File: src/pvsp_defines.vh
`ifndef PVSP_DEFINES_VH
`define PVSP_DEFINES_VH

// System clock and derived bit-clock half periods
`define PVSP_CLK_HZ 50000000
`define PVSP_BCLK_128K_HZ 128000
`define PVSP_BCLK_256K_HZ 256000
`define PVSP_BCLK_512K_HZ 512000
`define PVSP_HALF_128K (`PVSP_CLK_HZ / (2 * `PVSP_BCLK_128K_HZ))
`define PVSP_HALF_256K (`PVSP_CLK_HZ / (2 * `PVSP_BCLK_256K_HZ))
`define PVSP_HALF_512K (`PVSP_CLK_HZ / (2 * `PVSP_BCLK_512K_HZ))
// Frame length in bits at 128 kHz and 8 kHz frames
`define PVSP_FRAME_HZ 8000
`define PVSP_FRAME_BITS_128K (`PVSP_BCLK_128K_HZ / `PVSP_FRAME_HZ)

// Register byte addresses
`define PVSP_A_CFG 8'h00
`define PVSP_A_SLOT 8'h04
`define PVSP_A_DIV 8'h08
`define PVSP_A_STAT 8'h0c
`define PVSP_A_TX0 8'h10
`define PVSP_A_TX1 8'h14
`define PVSP_A_TX2 8'h18
`define PVSP_A_RX0 8'h20
`define PVSP_A_RX1 8'h24
`define PVSP_A_RX2 8'h28

// Reset values
`define PVSP_CFG_RST 32'h0000_0000
`define PVSP_SLOT_RST 32'h0000_0000
`define PVSP_DIV_RST 32'h0002_0000

// Fields of port_config_word
`define PVSP_F_EN 0
`define PVSP_F_MASTER 1
`define PVSP_F_FRM 2
`define PVSP_F_SLOT16 4
`define PVSP_F_FMT 5
`define PVSP_F_LITTLE 7
`define PVSP_F_PAD 8
`define PVSP_F_ATT 10
`define PVSP_F_MUTE 13
`define PVSP_F_SYNC_OFF 14
`define PVSP_F_ZFALL 15
`define PVSP_F_FAST 16
`define PVSP_F_LONG16 17
`define PVSP_F_RATE 18

// Encodings
`define PVSP_FRM_LONG 2'h0
`define PVSP_FRM_SHORT 2'h1
`define PVSP_FRM_GCI 2'h2
`define PVSP_FMT_ULAW 2'h0
`define PVSP_FMT_ALAW 2'h1
`define PVSP_FMT_LIN13 2'h2
`define PVSP_FMT_LIN16 2'h3
`define PVSP_PAD_SIGN 2'h0
`define PVSP_PAD_ZERO 2'h1
`define PVSP_PAD_ATT 2'h2

// Sync lengths and limits
`define PVSP_SYNC_BITS 11'h008
`define PVSP_SYNC16_BITS 11'h010
`define PVSP_NUM_SLOTS 7'h04
`define PVSP_POS_IDLE 11'h7ff

`endif

File: src/pvsp_sync2.v
`timescale 1ns/100ps
module pvsp_sync2 (
    input wire sys_clk, // System clock
    input wire nrst, // Async reset, active low
    input wire ce, // Clock enable
    input wire [2:0] d, // Pin levels
    output wire [2:0] q // Synchronised levels
);
    reg [2:0] meta_ff;
    reg [2:0] sync_ff;

    always @(posedge sys_clk or negedge nrst) begin
        if (!nrst) begin
            meta_ff <= 3'h0;
            sync_ff <= 3'h0;
        end else if (ce) begin
            meta_ff <= d;
            sync_ff <= meta_ff;
        end
    end

    assign q = sync_ff;
endmodule

File: src/pvsp_port.v
// What this block does
// Master drives clock and sync, slave follows
// Long sync rising edge starts word
// Master long sync high eight bits
// Slave accepts any long sync width
// Sample input falling, launch output rising
// Release output on LSB fall or rise
// Short sync one bit, falling starts word
// Three connections over first four slots
// GCI gives two 64 kbps B channels
// GCI frame starts on sync rise, 8 kHz
// Slot length 8 or 16, 8 needs 8-bit
// Formats 13, 16 linear or companded 8
// One sample per slot per frame
// Little or big endian bit order
// Spare bits sign, zero or attenuation
// Mute drives output zero
// Master may hold sync low, clock runs
// Slow source gives 128, 256, 512 kHz
// Fast source long sync 8 or 16
// Slots follow contiguously from frame start
//
// The APB register port and the address map were decided locally.
`timescale 1ns/100ps
`include "pvsp_defines.vh"
module pvsp_port (
    input wire sys_clk, // 50 MHz system clock
    input wire nrst, // Async reset, active low
    input wire ce, // Clock enable, freezes all state when low
    input wire psel, // APB select
    input wire penable, // APB enable
    input wire pwrite, // APB direction
    input wire [7:0] paddr, // APB byte address
    input wire [31:0] pwdata, // APB write data
    output wire [31:0] prdata, // APB read data
    output wire pready, // APB ready
    output wire pslverr, // APB error on unmapped address
    input wire pcm_clk_i, // Bit clock pin level
    output wire pcm_clk_o, // Bit clock drive value
    output wire pcm_clk_oe, // Bit clock drive enable
    input wire pcm_sync_i, // Frame sync pin level
    output wire pcm_sync_o, // Frame sync drive value
    output wire pcm_sync_oe, // Frame sync drive enable
    input wire pcm_in, // Serial data in
    output wire pcm_out_o, // Serial data out value
    output wire pcm_out_oe // Serial data out enable
);
    reg [31:0] cfg_ff;
    reg [31:0] slot_ff;
    reg [31:0] div_ff;
    reg [15:0] tx_ff [0:2];
    reg [15:0] rx_ff [0:2];
    reg [2:0] rx_new_ff;
    reg [31:0] prdata_ff;
    reg pready_ff;
    reg pslverr_ff;
    reg [15:0] div_cnt_ff;
    reg bclk_ff;
    reg clk_d_ff;
    reg sync_d_ff;
    reg sfs_arm_ff;
    reg [10:0] bit_pos_ff;
    reg cur_act_ff;
    reg [1:0] cur_k_ff;
    reg [3:0] cur_idx_ff;
    reg cur_last_ff;
    reg [15:0] tx_lat_ff;
    reg [15:0] rx_sh_ff;
    reg out_ff;
    reg out_oe_ff;
    reg sync_o_ff;
    reg drv_ff;
    integer i, ri, ti;
    wire [2:0] pin_s;
    wire clk_s = pin_s[0];
    wire sync_s = pin_s[1];
    wire in_s = pin_s[2];

    pvsp_sync2 u_sync (
        .sys_clk(sys_clk),
        .nrst(nrst),
        .ce(ce),
        .d({pcm_in, pcm_sync_i, pcm_clk_i}),
        .q(pin_s)
    );

    wire en = cfg_ff[`PVSP_F_EN];
    wire master = cfg_ff[`PVSP_F_MASTER];
    wire [1:0] frm = cfg_ff[`PVSP_F_FRM+1:`PVSP_F_FRM];
    wire gci = (frm == `PVSP_FRM_GCI);
    wire short_fs = (frm == `PVSP_FRM_SHORT);
    wire [1:0] fmt = cfg_ff[`PVSP_F_FMT+1:`PVSP_F_FMT];
    wire little = cfg_ff[`PVSP_F_LITTLE];
    wire [1:0] pad = cfg_ff[`PVSP_F_PAD+1:`PVSP_F_PAD];
    wire [2:0] att = cfg_ff[`PVSP_F_ATT+2:`PVSP_F_ATT];
    wire mute = cfg_ff[`PVSP_F_MUTE];
    wire sync_off = cfg_ff[`PVSP_F_SYNC_OFF];
    wire zfall = cfg_ff[`PVSP_F_ZFALL];
    wire fast = cfg_ff[`PVSP_F_FAST];
    wire long16 = cfg_ff[`PVSP_F_LONG16];
    wire [1:0] rate = cfg_ff[`PVSP_F_RATE+1:`PVSP_F_RATE];
    // GCI carries 8-bit B channels only
    wire slot16 = cfg_ff[`PVSP_F_SLOT16] & ~gci;

    // spare bits fill
    function [15:0] fmt_word;
        input [15:0] s;
        input wide;
        input [1:0] f;
        input [1:0] p;
        input [2:0] a;
        begin
            // short slot forces 8-bit
            if (!wide) begin
                fmt_word = {8'h00, s[7:0]};
            end else if (f == `PVSP_FMT_LIN16) begin
                fmt_word = s;
            end else if (f == `PVSP_FMT_LIN13) begin
                case (p)
                    `PVSP_PAD_SIGN: fmt_word = {{3{s[12]}}, s[12:0]};
                    `PVSP_PAD_ATT: fmt_word = {s[12:0], a};
                    default: fmt_word = {3'h0, s[12:0]};
                endcase
            end else begin
                case (p)
                    `PVSP_PAD_SIGN: fmt_word = {{8{s[7]}}, s[7:0]};
                    `PVSP_PAD_ATT: fmt_word = {s[7:0], 5'h00, a};
                    default: fmt_word = {8'h00, s[7:0]};
                endcase
            end
        end
    endfunction

    // slow source rates
    localparam integer HALF_128K = `PVSP_HALF_128K;
    localparam integer HALF_256K = `PVSP_HALF_256K;
    localparam integer HALF_512K = `PVSP_HALF_512K;
    localparam integer FRAME_128K = `PVSP_FRAME_BITS_128K;
    wire [15:0] half_128k = HALF_128K[15:0];
    wire [15:0] half_256k = HALF_256K[15:0];
    wire [15:0] half_512k = HALF_512K[15:0];
    wire [10:0] frame_128k = FRAME_128K[10:0];
    reg [15:0] half_sel;
    reg [10:0] flen;
    always @* begin
        case (rate)
            2'h0: half_sel = half_128k;
            2'h1: half_sel = half_256k;
            default: half_sel = half_512k;
        endcase
        // frames at 8 kHz at slow rates 0 to 2
        flen = fast ? {div_ff[23:16], 3'h0} : (frame_128k << rate);
        if (fast) begin
            half_sel = div_ff[15:0];
        end
    end

    wire [15:0] cnt_inc = div_cnt_ff + 16'h0001;
    wire tick = en & master & (cnt_inc >= half_sel);
    // edges from own clock or the pin
    wire rise_ev = en & (master ? (tick & ~bclk_ff) : (clk_s & ~clk_d_ff));
    wire fall_ev = en & (master ? (tick & bclk_ff) : (~clk_s & clk_d_ff));
    // slave word start on sync rise
    wire s_start = en & ~master & ~short_fs & sync_s & ~sync_d_ff;
    wire launch = rise_ev | s_start;
    wire [10:0] pos_inc = bit_pos_ff + 11'h001;
    reg [10:0] np;
    always @* begin
        if (s_start) begin
            np = 11'h000;
        end else if (master) begin
            np = (pos_inc >= flen) ? 11'h000 : pos_inc;
        end else if (sfs_arm_ff) begin
            // word starts after short sync
            np = 11'h000;
        end else begin
            // slave tolerates any sync width
            np = (bit_pos_ff == `PVSP_POS_IDLE) ? bit_pos_ff : pos_inc;
        end
    end

    // slots contiguous from frame start
    wire [6:0] np_slot = slot16 ? np[10:4] : np[9:3];
    wire [3:0] np_bit = slot16 ? np[3:0] : {1'b0, np[2:0]};
    wire [3:0] last_bit = slot16 ? 4'hf : 4'h7;
    // bit order
    wire [3:0] np_idx = little ? np_bit : (last_bit - np_bit);

    reg hit;
    reg [1:0] hk;
    always @* begin
        hit = 1'b0;
        hk = 2'h0;
        for (i = 2; i >= 0; i = i - 1) begin
            // up to three connections
            // GCI maps B1, B2 to slots 0, 1
            if ((gci ? (i < 2) : slot_ff[i*3+2]) && (np_slot < `PVSP_NUM_SLOTS) &&
                (np_slot[1:0] == (gci ? i[1:0] : slot_ff[i*3 +: 2]))) begin
                hit = 1'b1;
                hk = i[1:0];
            end
        end
    end

    // sample latched at slot start
    wire [15:0] slot_word = (np_bit == 4'h0) ? fmt_word(tx_ff[hk], slot16, fmt, pad, att) : tx_lat_ff;
    // long sync length
    wire [10:0] slen = (fast & long16) ? `PVSP_SYNC16_BITS : `PVSP_SYNC_BITS;
    wire m_sync = short_fs ? (np == (flen - 11'h001)) : (np < slen);
    reg [15:0] nxt_rx_sh;
    always @* begin
        nxt_rx_sh = rx_sh_ff;
        nxt_rx_sh[cur_idx_ff] = in_s;
    end

    always @(posedge sys_clk or negedge nrst) begin
        if (!nrst) begin
            div_cnt_ff <= 16'h0000;
            bclk_ff <= 1'b0;
            clk_d_ff <= 1'b0;
            sync_d_ff <= 1'b0;
            sfs_arm_ff <= 1'b0;
            bit_pos_ff <= `PVSP_POS_IDLE;
            cur_act_ff <= 1'b0;
            cur_k_ff <= 2'h0;
            cur_idx_ff <= 4'h0;
            cur_last_ff <= 1'b0;
            tx_lat_ff <= 16'h0000;
            rx_sh_ff <= 16'h0000;
            out_ff <= 1'b0;
            out_oe_ff <= 1'b0;
            sync_o_ff <= 1'b0;
            drv_ff <= 1'b0;
        end else if (ce) begin
            clk_d_ff <= clk_s;
            sync_d_ff <= sync_s;
            // master owns clock and sync pins
            drv_ff <= en & master;
            if (!en || !master) begin
                div_cnt_ff <= 16'h0000;
                bclk_ff <= 1'b0;
                sync_o_ff <= 1'b0;
            end else if (tick) begin
                div_cnt_ff <= 16'h0000;
                bclk_ff <= ~bclk_ff;
            end else begin
                div_cnt_ff <= cnt_inc;
            end
            if (!en) begin
                bit_pos_ff <= `PVSP_POS_IDLE;
                sfs_arm_ff <= 1'b0;
                cur_act_ff <= 1'b0;
                out_oe_ff <= 1'b0;
                out_ff <= 1'b0;
            end else begin
                // launch on rising edge
                if (launch) begin
                    bit_pos_ff <= np;
                    sfs_arm_ff <= 1'b0;
                    cur_act_ff <= hit;
                    cur_k_ff <= hk;
                    cur_idx_ff <= np_idx;
                    cur_last_ff <= (np_bit == last_bit);
                    tx_lat_ff <= slot_word;
                    // mute
                    out_ff <= hit & ~mute & slot_word[np_idx];
                    out_oe_ff <= hit;
                    if (master) begin
                        // sync may be held low
                        sync_o_ff <= m_sync & ~sync_off;
                    end
                end
                // capture on falling edge
                if (fall_ev) begin
                    sfs_arm_ff <= ~master & short_fs & sync_s;
                    if (cur_act_ff) begin
                        rx_sh_ff <= nxt_rx_sh;
                    end
                    // early release in LSB
                    if (zfall && cur_last_ff) begin
                        out_oe_ff <= 1'b0;
                    end
                end
            end
        end
    end

    wire rx_done = en & fall_ev & cur_act_ff & cur_last_ff;
    wire apb_acc = psel & penable & pready_ff;
    wire apb_wr = apb_acc & pwrite;
    wire [2:0] rx_clr = (apb_wr && paddr == `PVSP_A_STAT) ? pwdata[2:0] : 3'h0;
    always @(posedge sys_clk or negedge nrst) begin
        if (!nrst) begin
            rx_new_ff <= 3'h0;
            for (ri = 0; ri < 3; ri = ri + 1) begin
                rx_ff[ri] <= 16'h0000;
            end
        end else if (ce) begin
            // one sample per slot per frame; set wins over clear
            rx_new_ff <= (rx_new_ff & ~rx_clr) | (rx_done ? (3'h1 << cur_k_ff) : 3'h0);
            if (rx_done) begin
                rx_ff[cur_k_ff] <= slot16 ? nxt_rx_sh : {8'h00, nxt_rx_sh[7:0]};
            end
        end
    end

    reg [31:0] rd_mux;
    reg rd_err;
    always @* begin
        rd_err = 1'b0;
        case (paddr)
            `PVSP_A_CFG: rd_mux = cfg_ff;
            `PVSP_A_SLOT: rd_mux = slot_ff;
            `PVSP_A_DIV: rd_mux = div_ff;
            `PVSP_A_STAT: rd_mux = {16'h0000, bit_pos_ff, cur_act_ff, out_oe_ff, rx_new_ff};
            `PVSP_A_TX0: rd_mux = {16'h0000, tx_ff[0]};
            `PVSP_A_TX1: rd_mux = {16'h0000, tx_ff[1]};
            `PVSP_A_TX2: rd_mux = {16'h0000, tx_ff[2]};
            `PVSP_A_RX0: rd_mux = {16'h0000, rx_ff[0]};
            `PVSP_A_RX1: rd_mux = {16'h0000, rx_ff[1]};
            `PVSP_A_RX2: rd_mux = {16'h0000, rx_ff[2]};
            default: begin
                rd_mux = 32'h0000_0000;
                rd_err = 1'b1;
            end
        endcase
    end
    // One wait state keeps ready and read data registered
    always @(posedge sys_clk or negedge nrst) begin
        if (!nrst) begin
            pready_ff <= 1'b0;
            pslverr_ff <= 1'b0;
            prdata_ff <= 32'h0000_0000;
            cfg_ff <= `PVSP_CFG_RST;
            slot_ff <= `PVSP_SLOT_RST;
            div_ff <= `PVSP_DIV_RST;
            for (ti = 0; ti < 3; ti = ti + 1) begin
                tx_ff[ti] <= 16'h0000;
            end
        end else if (ce) begin
            if (psel && penable && !pready_ff) begin
                pready_ff <= 1'b1;
                pslverr_ff <= rd_err;
                prdata_ff <= pwrite ? 32'h0000_0000 : rd_mux;
            end else begin
                pready_ff <= 1'b0;
                pslverr_ff <= 1'b0;
            end
            if (apb_wr) begin
                case (paddr)
                    `PVSP_A_CFG: cfg_ff <= pwdata;
                    `PVSP_A_SLOT: slot_ff <= pwdata;
                    `PVSP_A_DIV: div_ff <= pwdata;
                    `PVSP_A_TX0: tx_ff[0] <= pwdata[15:0];
                    `PVSP_A_TX1: tx_ff[1] <= pwdata[15:0];
                    `PVSP_A_TX2: tx_ff[2] <= pwdata[15:0];
                    default: cfg_ff <= cfg_ff;
                endcase
            end
        end
    end
    assign prdata = prdata_ff;
    assign pready = pready_ff;
    assign pslverr = pslverr_ff;
    assign pcm_clk_o = bclk_ff;
    assign pcm_clk_oe = drv_ff;
    assign pcm_sync_o = sync_o_ff;
    assign pcm_sync_oe = drv_ff;
    assign pcm_out_o = out_ff;
    assign pcm_out_oe = out_oe_ff;
endmodule

File: config.mk
export PLATFORM = sky130hd
export DESIGN_NAME = pvsp_port
export DESIGN_NICKNAME = d
export VERILOG_FILES = /design/src/pvsp_sync2.v /design/src/pvsp_port.v
export VERILOG_INCLUDE_DIRS = /design/src
export SDC_FILE = /design/constraint.sdc
export NUM_CORES = 1
export LEC_CHECK = 0
export BUFFER_PORTS_ARGS = -buffer_cell sky130_fd_sc_hd__buf_4
export CORE_ASPECT_RATIO = 0.7
export CORE_MARGIN = 5
export CORE_UTILIZATION = 44
export CTS_BUF_LIST = sky130_fd_sc_hd__clkbuf_8
export CTS_CLUSTER_DIAMETER = 200
export DETAILED_ROUTE_END_ITERATION = 16
export GPL_TIMING_DRIVEN = 0
export PLACE_DENSITY = 0.72
export SLEW_MARGIN = 40
export SYNTH_ARGS = -nofsm -noshare
export SYNTH_HDL_FRONTEND = slang
export SYNTH_SLANG_ARGS = --single-unit
export TNS_END_PERCENT = 100
File: constraint.sdc
create_clock -name sys_clk -period 5.35 [get_ports sys_clk]
set_input_delay 1.07 -clock sys_clk [delete_from_list [all_inputs] [get_ports sys_clk]]
set_output_delay 1.07 -clock sys_clk [all_outputs]
set_load 0.005 [all_outputs]
==> results.cfg <==
[outcome]
outcome = completed

[route]
wl_mm = 59.3
ant_nets = 0
via_per_inst = 6.31
vias = 14982
drt-initial-drc-count = 2100
avgRoutedWirePerCell_um = 25.0
dr.pass1.iters = 8
remaining_drc_errors = 0

[setup_path]
worst-path-buf-inv = 2
cp.required_ns = 5.83
r2r_slack_ns = 0.15
endpoint_kind = register
worst_path_largest_cell_delay_ns = 0.63
r2r_start = bit_pos_ff[1]
arrival_ns = 5.69
worstPathCellList = ha_4 -> and4_1 -> buf_6 -> nand2_1 -> xor2_2 -> inv_1 -> ha_1 -> or3_1 -> a21oi_4 -> o21ai_4 -> o21ai_4 -> mux2i_2 -> o22ai_4 -> and4_2 -> a21oi_1 -> o221ai_2 -> a31oi_1 -> o211a_1 -> a211o_1 -> a31oi_1
r2r-end = pcm_out_o
slowest_stage = dfstp_2
r2r_cells = 20
crit_fanout = 7
critical_path_class = reg2reg
start_kind = register
critPathTopFamily = compound AO/OA/AOI/OAI gates
critical_path_depth = 20

[cells_and_area]
area.growth.synth_to_final_pct = 17.3
nets = 1915
drive_above_1_share_pct = 25.5
diodes = 0
fillers = 3441

[yosys]
synth_cells = 1676
syn_area_um2 = 16900
async_flop_share_pct = 100
synth_warnings = 0
synth-edff-count = 0
ys_ff_latch = 310
avgSynthCellArea_um2 = 10.1
yosysSeqAreaShare_pct = 46.1
synth_cell_type_count = 79
synth_top_flop_cell = dfrtp_1
synth_fp_nets = 1753

[timing]
min_period_over_period_pct = 97.3
skew_ns = 0.0373
finalSetupViolCount = 0
setup_ws_ns = 0.145
min_period_ns = 5.20
max_freq_mhz = 192
tightestPinTransition_ns = 0.930
report.final.slew_viol_count = 0
max_slew_margin_pct = 38.0
hold_viol = 0

[floorplanning]
core_area_um2 = 38100
die_x_um = 244
io_pins = 89
initial_core_util_pct = 44.3
num_rows = 60
die_h_um = 174
die-area_um2 = 42400

[clock_network]
cts_made_buffers = 49
cts_tree = yes
insertion_delay_ns = 0.64
htreeDepth = 2
clk_pin_slew_worst_paths_ns = 0.07
clockBufferDepth = 3
root_buffer = clkbuf_8
cts.sinks = 310

[global_route]
grt_pass1_vias = 14425
grt_max_degree = 70
grt_pass1_wl_mm = 89.1
track_usage_pct = 27.2
antenna_found_initial = 4
grt-ovfl-total = 0

[placement]
numPortBuffers = 86
preCtsSetupSlack_ns = -0.550
gp_congestion = 0.980
place_hpwl_mm = 44.9

[pwr]
pwr-share-seq_pct = 49.3
p_total_uw = 4800
switching_share_pct = 25.0
p_clk_share_pct = 46.2
irDropWorstVdd_mv = 0.174
p_comb_share_pct = 4.5
leakagePower_uw = 0.00903
p_switching_uw = 1200
cellPowerDensity_nw_per_um2 = 243
cell_internal_pwr_uw = 3610

[min_path]
hold_class = in2async

[flow_run]
max_cap_viol_count = 0
-- repair_timing --
item / CTS / global route
setup buffers: 12 / 8
setup endpoints to repair: 37 / 60
hold buffers: 0 / 0
resized for setup: 18 / 33
pin swaps: 5 / 10
-- cell families (layout without fill, tap and decap cells) --
logic type	Yosys count	after routing	synth area share [%]
buffers and inverters	149	351	3.63
DFF	310	310	46.1
xor gates and xnor gates	41	41	2.13
and+or+nand+nor	490	490	13.8
muxes	226	226	14.9
adders and majority gates	28	28	2.08
AOI/OAI and AO/OA	432	432	17.3
-- registers in the layout, indices dropped and copies added (netlist names), 4 cells and up --
register    flops
bit_pos_ff     11
tx_ff          48
slot_ff        32
tx_lat_ff      16
div_ff         32
cfg_ff         32
rx_sh_ff       16
div_cnt_ff     16
cur_idx_ff      4
prdata         32
rx_ff          48
-- layout by cell type (no fill, tap or decap), types with 32 or more instances in the layout --
master | Yosys | routed
nand2b_1 | 32 | 32
nor2_1 | 99 | 96
a21oi_1 | 88 | 84
mux2_2 | 187 | 187
o21ai_0 | 117 | 116
buf_4 | 3 | 107
inv_1 | 34 | 48
nand2_1 | 188 | 187
clkbuf_8 | 0 | 64
nand3_1 | 38 | 36
dfrtp_1 | 298 | 298
mux2i_1 | 37 | 33
clkbuf_1 | 84 | 78
-- power by group through the flow --
stage / sequential [uW] / combinational (uW) / clock (uW)
floorplan: 2410 / 67.5 / 0
global route: 2370 / 234 / 2360
CTS: 2370 / 213 / 2240
finish: 2370 / 215 / 2220
detailed placement: 2410 / 211 / 0
global placement: 2410 / 193 / 0
-- synthesized netlist by cell type (all sizes together), types with 32 or more instances --
cell	number	share of area, %
nand3	39	1.2
nand2	188	4.2
nor3	35	1.1
inv	34	0.76
a21oi	89	2.7
nand2b	32	1.2
clkbuf	84	1.9
dfrtp	298	44
mux2	187	12
nor2	99	2.2
mux2i	37	2.2
o21ai	127	3.9
-- per-stage QoR --
step | hold WS, ns | setup TNS, ns | cell area, um2 | util [%] | cells
detailed placement | 0.465 | -4.85 | 18300 | 48.0 | 2264
floorplan | 0.438 | 0 | 16900 | - | 1676
CTS | 0.402 | -0.0840 | 19600 | 51.3 | 2367
global placement | 0.464 | -5.45 | 18100 | 47.6 | 2258
finish | 0.393 | 0 | 19800 | 51.9 | 2374
global route | 0.422 | -0.0281 | 19800 | 51.9 | 2374
-- per-layer routing --
layer	vias up	routed length (um)	GRT usage [%]	share of wire, %
met5	-	37	0	0.062
met4	6	1640	7.03	2.8
met3	132	7510	9.39	13
met2	928	24100	37.1	41
met1	7450	26000	41.0	44
li1	6466	-	-	-
-- area by class of cell --
| cell class | count | area (um2) | share of cell area (%) |
|---|---|---|---|
| well taps | 496 | 621 | 3.14 |
| multi-input cells | 1217 | 8760 | 44.3 |
| inverters | 34 | 128 | 0.645 |
| clock inverters | 27 | 191 | 0.967 |
| plain buffers | 114 | 490 | 2.48 |
| repair buffers | 112 | 942 | 4.76 |
| clock buffers | 64 | 881 | 4.45 |
| flip-flops and latches | 310 | 7780 | 39.3 |
-- worst max-delay path by stage --
stage	startpoint	end
final	bit_pos_ff[1]	pcm_out_o
after global placement	bit_pos_ff[0]	tx_lat_ff[14]
after CTS	bit_pos_ff[0]	pcm_out_o
after floorplan	bit_pos_ff[0]	tx_lat_ff[14]
after detailed placement	bit_pos_ff[0]	pcm_out_o
after global routing	bit_pos_ff[1]	tx_lat_ff[14]
Power figures use the tool's default switching activity.
